===== src/logic/ast_pkg.sv =====
// Purpose: Constants and types for the asynchronous timer event block.
// Assumes: AXI4-Lite register port, 32-bit data, one clock.
// Notes: Bit positions inside registers are laid out here once.
package atm_pkg;
  // ********************************************************************
  // Register offsets
  // ********************************************************************
  localparam logic [7:0] OFF_CONTROL = 8'h00;
  localparam logic [7:0] OFF_COUNTER = 8'h04;
  localparam logic [7:0] OFF_STATUS = 8'h08;
  localparam logic [7:0] OFF_STCLR = 8'h0C;
  localparam logic [7:0] OFF_IRQEN = 8'h10;
  localparam logic [7:0] OFF_IRQDIS = 8'h14;
  localparam logic [7:0] OFF_IRQMASK = 8'h18;
  localparam logic [7:0] OFF_WAKE = 8'h1C;
  localparam logic [7:0] OFF_ALARM0 = 8'h20;
  localparam logic [7:0] OFF_ALARM1 = 8'h24;
  localparam logic [7:0] OFF_INTV0 = 8'h30;
  localparam logic [7:0] OFF_INTV1 = 8'h34;
  localparam logic [7:0] OFF_CLKCTL = 8'h40;
  localparam logic [7:0] OFF_CALENDAR_VALUE = 8'h54;
  localparam logic [7:0] OFF_PARAM = 8'hF0;
  localparam logic [7:0] OFF_VERSION = 8'hFC;
  // ********************************************************************
  // Field positions
  // ********************************************************************
  localparam int CTL_EN = 0;
  localparam int CTL_TAP_CHAIN_CLEAR = 1;
  localparam int CTL_CAL = 2;
  localparam int CTL_CA0 = 8;
  localparam int CTL_PSEL_LO = 16;
  localparam int CLK_CEN = 0;
  // Status / mask / clear / wake bit positions.
  localparam int ST_WRAP = 0;
  localparam int ST_MATCH0 = 8;
  localparam int ST_TICK0 = 16;
  localparam int ST_BUSY = 24;
  localparam int ST_READY = 25;
  localparam int ST_CLOCK_SYNC_PENDING = 28;
  localparam int ST_CLOCK_SYNC_DONE = 29;
  localparam logic [31:0] RESET_WORD = 32'h0000_0000;
  localparam logic [31:0] CNT_TOP = 32'hFFFF_FFFF;
  localparam logic [31:0] PARAM_VALUE = 32'h0000_0000;
  // Arbitrary neutral version code.
  localparam logic [31:0] VERSION_VALUE = 32'h0000_0100;
  localparam logic [1:0] RESP_OKAY = 2'h0;
  localparam logic [1:0] RESP_SLVERR = 2'h2;
  // Crossing length in cycles while busy.
  localparam logic [2:0] SYNC_CYCLES = 3'h4;
  localparam logic [2:0] CLKSYNC_CYCLES = 3'h4;
  typedef struct packed {
    logic wrap;
    logic tick;
    logic match;
    logic clock_sync_done;
    logic ready;
  } atm_irq_t;
  typedef enum logic [1:0] {
    SY_IDLE = 2'b00,
    SY_BUSY = 2'b01
  } atm_sync_t;
endpackage


===== src/logic/atm_async_timer.sv =====
// What this block does
// - five separate interrupt request outputs
// - wrap flag on wrap or clearing match
// - clock-sync-done set on pending falling edge
// - register-sync-done set on busy falling edge
// - mask gates request; set/clear by ones
// - request holds until status-clear or mask-clear write
// - tick flag on selected prescaler bit rising
// - tick flag set only while enabled; tick request only when unmasked
// - match flag when counter equals alarm
// - clear-on-match clears counter, sets wrap
// - wake on enabled wrap, match, tick
// - wake ignores interrupt mask bits
// - wake holds until status-clear or wake-enable write
// - synced writes set busy, drop, read zero
// - crossing and busy always happen
// - tap select picks counter clocking bit
// - mode bit and enable bit decoding
// - prescaler clear write-one, reads zero
// - counter reads live, write loads value
// - clock pending from gate write to done
// - status-clear ones clear, ignored while busy
// - counter wraps all ones to zero
// - prescaler increments while enabled
//
// Purpose: Event, wake and write-crossing logic of the timer.
// Assumes: Prescaler clock equals the bus clock; crossing is modelled.
// Notes: The write crossing always takes SYNC_CYCLES cycles.
`timescale 1ns/10ps
module atm_async_timer (
  input wire logic clk,
  input wire logic arst_n,
  input wire logic [7:0] awaddr,
  input wire logic awvalid,
  output logic awready,
  input wire logic [31:0] wdata,
  input wire logic [3:0] wstrb,
  input wire logic wvalid,
  output logic wready,
  output logic [1:0] bresp,
  output logic bvalid,
  input wire logic bready,
  input wire logic [7:0] araddr,
  input wire logic arvalid,
  output logic arready,
  output logic [31:0] rdata,
  output logic [1:0] rresp,
  output logic rvalid,
  input wire logic rready,
  output atm_pkg::atm_irq_t irq,
  output logic wake
);
  import atm_pkg::*;

  // ********************************************************************
  // Register state
  // ********************************************************************
  logic [31:0] ctl_q, cnt_q, alarm0_q, alarm1_q, intv0_q, intv1_q;
  logic [31:0] wakeEn_q, mask_q, clkCtl_q, calendar_value_q, pre_q, status_q;
  logic [31:0] pendData_q;
  logic [7:0] pendAddr_q;
  logic [2:0] syncCnt_q, clkCnt_q;
  atm_sync_t syncSt_q;
  logic busy, clock_sync_pending, busyDly_q, clkBusyDly_q;
  logic [1:0] tapPrev_q;
  logic cntTapPrev_q, wake_q;
  atm_irq_t irq_q;

  // AXI write capture: address and data accepted independently.
  logic awHave_q, wHave_q;
  logic [7:0] awAddr_q;
  logic [31:0] wData_q;
  logic wrFire, synced, wrOk;

  assign busy = (syncSt_q == SY_BUSY);
  assign clock_sync_pending = (clkCnt_q != 3'h0);
  assign wrFire = awHave_q && wHave_q && !bvalid;
  assign synced = (awAddr_q == OFF_CONTROL) || (awAddr_q == OFF_COUNTER)
    || (awAddr_q == OFF_STCLR) || (awAddr_q == OFF_WAKE)
    || (awAddr_q == OFF_ALARM0) || (awAddr_q == OFF_ALARM1)
    || (awAddr_q == OFF_INTV0) || (awAddr_q == OFF_INTV1)
    || (awAddr_q == OFF_CALENDAR_VALUE);
  assign wrOk = wrFire && !(synced && busy);

  // ********************************************************************
  // Bus write channel
  // ********************************************************************
  always_ff @(posedge clk or negedge arst_n)
  begin
    if (!arst_n)
    begin
      awHave_q <= 1'b0;
      wHave_q <= 1'b0;
      awAddr_q <= 8'h00;
      wData_q <= RESET_WORD;
      bvalid <= 1'b0;
      bresp <= RESP_OKAY;
    end
    else
    begin
      if (awvalid && awready)
      begin
        awHave_q <= 1'b1;
        awAddr_q <= {awaddr[7:2], 2'b00};
      end
      if (wvalid && wready)
      begin
        wHave_q <= 1'b1;
        wData_q <= wdata;
      end
      if (wrFire)
      begin
        awHave_q <= 1'b0;
        wHave_q <= 1'b0;
        bvalid <= 1'b1;
        bresp <= RESP_OKAY;
      end
      else if (bvalid && bready)
        bvalid <= 1'b0;
    end
  end
  assign awready = !awHave_q && !bvalid;
  assign wready = !wHave_q && !bvalid;

  // ********************************************************************
  // Write crossing: busy window and the delayed commit
  // ********************************************************************
  always_ff @(posedge clk or negedge arst_n)
  begin
    if (!arst_n)
    begin
      syncSt_q <= SY_IDLE;
      syncCnt_q <= 3'h0;
      pendAddr_q <= 8'h00;
      pendData_q <= RESET_WORD;
    end
    else
    begin
      unique case (syncSt_q)
        SY_IDLE:
        begin
          // Even with one clock the crossing is kept, so software timing
          // is the same whatever the prescaler source.
          if (wrOk && synced)
          begin
            syncSt_q <= SY_BUSY;
            syncCnt_q <= SYNC_CYCLES;
            pendAddr_q <= awAddr_q;
            pendData_q <= wData_q;
          end
        end
        SY_BUSY:
        begin
          syncCnt_q <= syncCnt_q - 3'h1;
          if (syncCnt_q == 3'h1)
            syncSt_q <= SY_IDLE;
        end
      endcase
    end
  end
  logic commit;
  assign commit = busy && (syncCnt_q == 3'h1);

  // ********************************************************************
  // Configuration registers
  // ********************************************************************
  always_ff @(posedge clk or negedge arst_n)
  begin
    if (!arst_n)
    begin
      ctl_q <= RESET_WORD;
      alarm0_q <= RESET_WORD;
      alarm1_q <= RESET_WORD;
      intv0_q <= RESET_WORD;
      intv1_q <= RESET_WORD;
      wakeEn_q <= RESET_WORD;
      calendar_value_q <= RESET_WORD;
    end
    else if (commit)
    begin
      unique case (pendAddr_q)
        OFF_CONTROL: ctl_q <= pendData_q & ~(32'h1 << CTL_TAP_CHAIN_CLEAR);
        OFF_ALARM0: alarm0_q <= pendData_q;
        OFF_ALARM1: alarm1_q <= pendData_q;
        OFF_INTV0: intv0_q <= pendData_q;
        OFF_INTV1: intv1_q <= pendData_q;
        OFF_WAKE: wakeEn_q <= pendData_q;
        OFF_CALENDAR_VALUE: calendar_value_q <= pendData_q;
        default: ctl_q <= ctl_q;
      endcase
    end
  end

  // Interrupt mask is not crossed: set/clear by ones right away.
  always_ff @(posedge clk or negedge arst_n)
  begin
    if (!arst_n)
      mask_q <= RESET_WORD;
    else if (wrOk && awAddr_q == OFF_IRQEN)
      mask_q <= mask_q | wData_q;
    else if (wrOk && awAddr_q == OFF_IRQDIS)
      mask_q <= mask_q & ~wData_q;
  end

  // Clock control: a write that changes the gate bit starts a pending window.
  always_ff @(posedge clk or negedge arst_n)
  begin
    if (!arst_n)
    begin
      clkCtl_q <= RESET_WORD;
      clkCnt_q <= 3'h0;
    end
    else if (wrOk && awAddr_q == OFF_CLKCTL && !clock_sync_pending)
    begin
      clkCtl_q <= wData_q;
      if (wData_q[CLK_CEN] != clkCtl_q[CLK_CEN])
        clkCnt_q <= CLKSYNC_CYCLES;
    end
    else if (clock_sync_pending)
      clkCnt_q <= clkCnt_q - 3'h1;
  end

  // ********************************************************************
  // Prescaler and counter
  // ********************************************************************
  logic en, pclrHit, cntTap, cntRise, match0, match1, clrMatch, wrapEv;
  logic [4:0] psel;
  logic [1:0] tapNow, tickEv;
  assign en = ctl_q[CTL_EN];
  assign psel = ctl_q[CTL_PSEL_LO +: 5];
  assign pclrHit = commit && pendAddr_q == OFF_CONTROL
    && pendData_q[CTL_TAP_CHAIN_CLEAR];
  assign cntTap = pre_q[psel];
  assign cntRise = en && cntTap && !cntTapPrev_q;
  assign match0 = en && (cnt_q == alarm0_q);
  assign match1 = en && (cnt_q == alarm1_q);
  assign clrMatch = (match0 && ctl_q[CTL_CA0])
    || (match1 && ctl_q[CTL_CA0 + 1]);
  // Counter mode wraps at all ones; calendar encoding is not modelled,
  // so calendar mode holds the written value unless a clear-on-match clears it.
  assign wrapEv = cntRise && !ctl_q[CTL_CAL] && (cnt_q == CNT_TOP);

  always_ff @(posedge clk or negedge arst_n)
  begin
    if (!arst_n)
      pre_q <= RESET_WORD;
    else if (pclrHit)
      pre_q <= RESET_WORD;
    else if (en)
      pre_q <= pre_q + 32'h1;
  end

  always_ff @(posedge clk or negedge arst_n)
  begin
    if (!arst_n)
    begin
      cnt_q <= RESET_WORD;
      cntTapPrev_q <= 1'b0;
    end
    else
    begin
      cntTapPrev_q <= cntTap;
      if (commit && pendAddr_q == OFF_COUNTER)
        cnt_q <= pendData_q;
      else if (clrMatch && cntRise)
        cnt_q <= RESET_WORD;
      else if (cntRise && !ctl_q[CTL_CAL])
        cnt_q <= cnt_q + 32'h1;
    end
  end

  // ********************************************************************
  // Event flags, requests and wake
  // ********************************************************************
  logic matchEv0, matchEv1, mPrev0_q, mPrev1_q, clr;
  logic [31:0] setV, clrV;
  assign matchEv0 = match0 && !mPrev0_q;
  assign matchEv1 = match1 && !mPrev1_q;
  genvar g;
  generate
    for (g = 0; g < 2; g++)
    begin : gTick
      logic [4:0] sel;
      assign sel = (g == 0) ? intv0_q[4:0] : intv1_q[4:0];
      assign tapNow[g] = pre_q[sel];
      assign tickEv[g] = en && tapNow[g] && !tapPrev_q[g];
    end
  endgenerate

  assign clr = commit && pendAddr_q == OFF_STCLR;
  always_comb
  begin
    setV = RESET_WORD;
    setV[ST_WRAP] = wrapEv || (clrMatch && (matchEv0 || matchEv1));
    setV[ST_MATCH0] = matchEv0;
    setV[ST_MATCH0 + 1] = matchEv1;
    setV[ST_TICK0 +: 2] = tickEv;
    setV[ST_READY] = busyDly_q && !busy;
    setV[ST_CLOCK_SYNC_DONE] = clkBusyDly_q && !clock_sync_pending;
    clrV = clr ? pendData_q : RESET_WORD;
  end

  always_ff @(posedge clk or negedge arst_n)
  begin
    if (!arst_n)
    begin
      status_q <= RESET_WORD;
      tapPrev_q <= 2'b00;
      mPrev0_q <= 1'b0;
      mPrev1_q <= 1'b0;
      busyDly_q <= 1'b0;
      clkBusyDly_q <= 1'b0;
    end
    else
    begin
      // A new event wins over a clear in the same cycle.
      status_q <= (status_q & ~clrV) | setV;
      tapPrev_q <= tapNow;
      mPrev0_q <= match0;
      mPrev1_q <= match1;
      busyDly_q <= busy;
      clkBusyDly_q <= clock_sync_pending;
    end
  end

  logic [31:0] live;
  assign live = status_q & mask_q;
  always_ff @(posedge clk or negedge arst_n)
  begin
    if (!arst_n)
    begin
      irq_q <= '0;
      wake_q <= 1'b0;
    end
    else
    begin
      irq_q.wrap <= live[ST_WRAP];
      irq_q.tick <= |live[ST_TICK0 +: 2];
      irq_q.match <= |live[ST_MATCH0 +: 2];
      irq_q.clock_sync_done <= live[ST_CLOCK_SYNC_DONE];
      irq_q.ready <= live[ST_READY];
      wake_q <= |(status_q & wakeEn_q
        & ~(32'hFFFF_FFFF << ST_BUSY));
    end
  end
  assign irq = irq_q;
  assign wake = wake_q;

  // ********************************************************************
  // Bus read channel
  // ********************************************************************
  logic [31:0] rdV;
  logic rdErr;
  always_comb
  begin
    rdV = RESET_WORD;
    rdErr = 1'b0;
    unique case ({araddr[7:2], 2'b00})
      OFF_CONTROL: rdV = ctl_q;
      OFF_COUNTER: rdV = cnt_q;
      OFF_STATUS:
      begin
        rdV = status_q;
        rdV[ST_BUSY] = busy;
        rdV[ST_CLOCK_SYNC_PENDING] = clock_sync_pending;
      end
      OFF_STCLR, OFF_IRQEN, OFF_IRQDIS: rdV = RESET_WORD;
      OFF_IRQMASK: rdV = mask_q;
      OFF_WAKE: rdV = wakeEn_q;
      OFF_ALARM0: rdV = alarm0_q;
      OFF_ALARM1: rdV = alarm1_q;
      OFF_INTV0: rdV = intv0_q;
      OFF_INTV1: rdV = intv1_q;
      OFF_CLKCTL: rdV = clkCtl_q;
      OFF_CALENDAR_VALUE: rdV = calendar_value_q;
      OFF_PARAM: rdV = PARAM_VALUE;
      OFF_VERSION: rdV = VERSION_VALUE;
      default: rdErr = 1'b1;
    endcase
    if (busy && araddr != OFF_STATUS && araddr != OFF_IRQMASK
        && araddr != OFF_CLKCTL)
      rdV = RESET_WORD;
  end

  always_ff @(posedge clk or negedge arst_n)
  begin
    if (!arst_n)
    begin
      rvalid <= 1'b0;
      rdata <= RESET_WORD;
      rresp <= RESP_OKAY;
    end
    else if (arvalid && arready)
    begin
      rvalid <= 1'b1;
      rdata <= rdV;
      rresp <= rdErr ? RESP_SLVERR : RESP_OKAY;
    end
    else if (rvalid && rready)
      rvalid <= 1'b0;
  end
  assign arready = !rvalid;

  // ********************************************************************
  // Checks
  // ********************************************************************
  AST_BUSY_LEN: assert property (@(posedge clk) disable iff (!arst_n)
    $rose(busy) |-> busy [*4] ##1 !busy)
    else $error("Busy window length wrong.");
  AST_READY_SET: assert property (@(posedge clk) disable iff (!arst_n)
    $fell(busy) |=> status_q[ST_READY])
    else $error("Ready flag not set after busy fell.");
  AST_CLOCK_SYNC_DONE_SET: assert property (@(posedge clk) disable iff (!arst_n)
    $fell(clock_sync_pending) |=> status_q[ST_CLOCK_SYNC_DONE])
    else $error("Clock ready flag not set.");
  AST_WRAP_ZERO: assert property (@(posedge clk) disable iff (!arst_n)
    wrapEv && !commit |=> cnt_q == RESET_WORD && status_q[ST_WRAP])
    else $error("Counter wrap wrong.");
  AST_IRQ_MASK: assert property (@(posedge clk) disable iff (!arst_n)
    irq.wrap |-> $past(status_q[ST_WRAP] && mask_q[ST_WRAP]))
    else $error("Wrap request without mask.");
  AST_DROP_BUSY: assert property (@(posedge clk) disable iff (!arst_n)
    busy && wrFire && synced |=> $stable(pendData_q))
    else $error("Write taken while busy.");
  AST_TICK_SET: assert property (@(posedge clk) disable iff (!arst_n)
    tickEv[0] |=> status_q[ST_TICK0])
    else $error("Tick flag missed.");
  AST_WAKE_HOLD: assert property (@(posedge clk) disable iff (!arst_n)
    wake && !clr && !$past(clr) && !$changed(wakeEn_q) |=> wake)
    else $error("Wake dropped without clear.");
  AST_TAP_CHAIN_CLEAR_ZERO: assert property (@(posedge clk) disable iff (!arst_n)
    !ctl_q[CTL_TAP_CHAIN_CLEAR])
    else $error("Prescaler clear bit stored.");
  COV_WRAP: cover property (@(posedge clk) disable iff (!arst_n) wrapEv);
  COV_MATCH: cover property (@(posedge clk) disable iff (!arst_n)
    matchEv0);
  COV_READY: cover property (@(posedge clk) disable iff (!arst_n)
    irq.ready);
endmodule


===== config.mk =====
export PLATFORM = sky130hd
export DESIGN_NAME = atm_async_timer
export DESIGN_NICKNAME = d
export VERILOG_FILES = /design/src/logic/ast_pkg.sv /design/src/logic/atm_async_timer.sv
export SDC_FILE = /design/constraint.sdc
export NUM_CORES = 1
export LEC_CHECK = 0
export ABC_AREA = 1
export BUFFER_PORTS_ARGS = -buffer_cell sky130_fd_sc_hd__buf_2
export CAP_MARGIN = 0
export CELL_PAD_IN_SITES_DETAIL_PLACEMENT = 1
export CELL_PAD_IN_SITES_GLOBAL_PLACEMENT = 2
export CORE_ASPECT_RATIO = 1.2
export CORE_MARGIN = 3
export CORE_UTILIZATION = 32
export DETAILED_ROUTE_END_ITERATION = 7
export HOLD_SLACK_MARGIN = 0.08
export MAX_ROUTING_LAYER = met4
export PLACE_DENSITY_LB_ADDON = 0.1
export SYNTH_ARGS = -nofsm -noshare
export SYNTH_HDL_FRONTEND = slang
export SYNTH_SLANG_ARGS = --single-unit

===== constraint.sdc =====
create_clock -name clk -period 6 [get_ports clk]
set_clock_uncertainty 0.1 [all_clocks]
set_input_delay 0.6 -clock clk [delete_from_list [all_inputs] [get_ports clk]]
set_output_delay 0.6 -clock clk [all_outputs]
set_load 0.05 [all_outputs]

==> metrics.csv <==
stage;metric;value;unit
clocking;cts_root_buf;clkbuf_16;
route;via_per_inst;5.30;
yosys;synth_most_common_cell;nand2_1;
clocking;post_cts_resized;0;
route;drc;0;
worst_setup_path;end_kind;flop;
worst_setup_path;r2r_cells;15;
timing;setup_violations;0;
yosys;yosys_warnings;0;
power_and_ir_drop;powerDensity;346;nW/um^2
yosys;synth_edf_count;0;
placed_design;gp_congestion;0.965;
yosys;async_flop_share;100;%
clocking;cts_tree;done;
grt;overflow;0;
clocking;insertion_delay;0.65;ns
route;wl;109000;um
cells_and_area;area_delta_synth_final;14.1;%
timing;fin_tns_setup;0;ns
power_and_ir_drop;leakagePower;0.0136;uW
timing;relSlewSlack;25.9;%
die;start_util;32.5;%
timing;worstMarginPinSlew;1.11;ns
grt;grt_max_degree;150;
cells_and_area;design.final.nets;3358;
route;ant_nets;0;
yosys;synthCells;3244;
clocking;numCtsBuffers;59;
route;dr.pass1.iters;5;
timing;fin_crit;3.41;ns
grt;grt_pass1_wl;165000;um
timing;rsz0062_at_grt;no;
clocking;cts_max_level;2;
worst_hold_path;hold_start;awaddr[2];
placed_design;io_buffer_count;96;
route;vias;23134;
worst_setup_path;arrival;3.85;ns
cells_and_area;drive_gt1_share;8.80;%
route;drtIter0Drc;1595;
worst_hold_path;min_path_cells;3;
die;num_io_pins;106;
die;coreArea;78500;sq um
timing;fin_crit_sh;56.9;%
route;wl_per_cell;25.0;um
worst_setup_path;worstPathRequired;6.43;ns
worst_setup_path;reg2reg_from;ctl_q[0]$_DFFE_PN0P_;
die;die-area;83300;sq um
yosys;syn_area;25500;sq um
yosys;ys.flop_type;dfrtp_1;
cells_and_area;antenna_cells;0;
yosys;seq_area_frac_synth;50.4;%
yosys;synth_common_cells;nand2_1 (943), dfrtp_1 (514), o21ai_0 (413), inv_1 (302), nor2_1 (185);
worst_setup_path;r2r-end;cnt_q[21]$_DFFE_PN0P_;
worst_setup_path;criticalPathCategory;flop to flop;
cells_and_area;final_core_util;37.1;%
power_and_ir_drop;peakVddDrop;292;uV
yosys;syn_area_per_cell;7.87;sq um
placed_design;dpl.hpwl;77900;um
status;outcome;complete, no violations;
worst_hold_path;hold_class;input port to flop;
run;max_cap_viol_count;0;
worst_setup_path;cp-start-kind;flop;
die;num_rows;112;
clocking;cts_buffer_depth;3;
yosys;netlist_top_cells_area;dfrtp_1 (50%), nand2_1 (14%), o21ai_0 (8.1%);
grt;first_global_vias;24542;
grt;antenna_found_initial;1;
clocking;cts.sinks;514;
clocking;post_cts_buffers;0;
worst_setup_path;crit_fanout;41;
yosys;yosysTopAreaCellShare;50.4;%
die;die_w;264;um
worst_setup_path;rrSetupSlack;2.59;ns
timing;max_freq;0.293;GHz
yosys;ys_seq_elements;514;
timing;hold_viol;0;
yosys;ys_types;45;
timing;report.final.slew_viol_count;0;
clocking;clk_pin_slew;0.06;ns
grt;grt_use_total;27.0;%
worst_hold_path;min_to;awAddr_q[2]$_DFFE_PN0P_;
die;die_y;315;um
yosys;yosysTopAreaCell;dfrtp_1;
## worst max path at each step
stage,start,end,slack (ns)
floorplan,bvalid$_DFFE_PN0P_,wData_q[14]$_DFFE_PN0P_,3.72
global placement,araddr[2],rdata[29]$_DFFE_PN0P_,2.54
detailed placement,araddr[2],rdata[30]$_DFFE_PN0P_,2.41
CTS,awAddr_q[3]$_DFFE_PN0P_,pendData_q[3]$_DFFE_PN0P_,2.58
global route,ctl_q[0]$_DFFE_PN0P_,cnt_q[30]$_DFFE_PN0P_,2.25
finish,ctl_q[0]$_DFFE_PN0P_,cnt_q[21]$_DFFE_PN0P_,2.59
## flip-flops by register name, summed over array words and instances (netlist names), 2 cells and up, named ones only
name / cells
irq: 5
tapPrev_q: 2
calendar_value_q: 32
pendAddr_q: 6
alarm0_q: 32
wakeEn_q: 32
ctl_q: 31
wData_q: 32
syncCnt_q: 3
cnt_q: 32
rdata: 32
clkCnt_q: 3
clkCtl_q: 32
pre_q: 32
alarm1_q: 32
intv1_q: 32
awAddr_q: 6
pendData_q: 32
intv0_q: 32
status_q: 30
## worst max-delay path, stage by stage (launching register included)
cell,delay (ns)
dfrtp_1,0.77
inv_1,0.09
buf_4,0.25
a21oi_1,0.20
nand3_1,0.10
nor2_1,0.11
nand2_1,0.13
nor2_2,0.18
nand3_1,0.08
nand2_1,0.11
nand2_2,0.39
buf_4,0.45
nand2_1,0.13
nand2_1,0.05
nand2_1,0.05
nand2_1,0.05
## layer usage
layer  vias up  routed length (um)  GRT usage, %
met2       354               54600          46.5
met5         -                   0             -
met3       137                2640          2.41
met1     11817               48700          34.2
li1      10826                   -             -
met4         0                3320          7.45
## per-stage QoR
| stage | setup WS, ns | cells | power [uW] | hold WS (ns) | cell area [sq um] |
|---|---|---|---|---|---|
| 2_1_floorplan | 3.72 | 3246 | 5500 | 0.204 | 25500 |
| 3_3_place_gp | 2.54 | 4235 | 6380 | 0.358 | 27000 |
| 3_5_place_dp | 2.41 | 4235 | 6460 | 0.360 | 27000 |
| 4_1_cts | 2.58 | 4366 | 10200 | 0.0803 | 29100 |
| 5_1_grt | 2.25 | 4366 | 10700 | 0.114 | 29100 |
| 6_report | 2.59 | 4366 | 10100 | 0.117 | 29100 |
## cells by family (layout without fill, tap and decap cells)
kind of cell,count (synthesis),after routing,share of synthesized area [%]
AOI/OAI and AO/OA,749,749,16.7
xor gates and xnor gates,40,40,1.37
adders and majority gates,6,6,0.294
buffers and inverters,488,582,7.62
DFF,514,514,50.4
other,1,3,0.0147
and+or+nand+nor,1446,1446,23.6
## area by class of cell
class | instances | area [sq um]
clock buffers | 89 | 1720
flip-flops and latches | 514 | 12900
well taps | 1026 | 1280
inverters | 321 | 1210
multi-input cells | 2244 | 10800
fillers | 9456 | 49300
clock inverters | 19 | 233
repair buffers | 153 | 1010
## power breakdown
group / internal, uW / switching [uW]
Combinational: 512 / 1470
Sequential: 3940 / 465
Clock: 2150 / 1560
## timing repair
action / 4_1_cts / 5_1_grt
endpoints found under the setup margin: 0 / 0
endpoints found under the hold margin: 75 / 0
hold buffers: 23 / 0
## cells in the final DEF, fill, tap and decap left out, types with 9 or more instances in the layout
cell type	Yosys	routed
nand2_1	943	937
dfrtp_1	514	514
o21ai_0	413	413
inv_1	302	298
nor2_1	185	182
nand3_1	151	146
a21oi_1	120	120
buf_2	27	95
a221oi_1	74	74
clkbuf_16	0	59
nand4_1	58	58
nor3_1	51	50
o21ai_1	41	41
o22ai_1	40	40
buf_4	9	31
a22o_1	28	28
xor2_1	24	24
dlygate4sd3_1	0	23
nand2_2	17	22
inv_2	16	20
clkbuf_1	117	17
xnor2_1	16	16
clkbuf_8	0	13
clkinv_2	0	11
nor4_1	10	10
nand3b_1	9	9
Power figures use the tool's default switching activity.
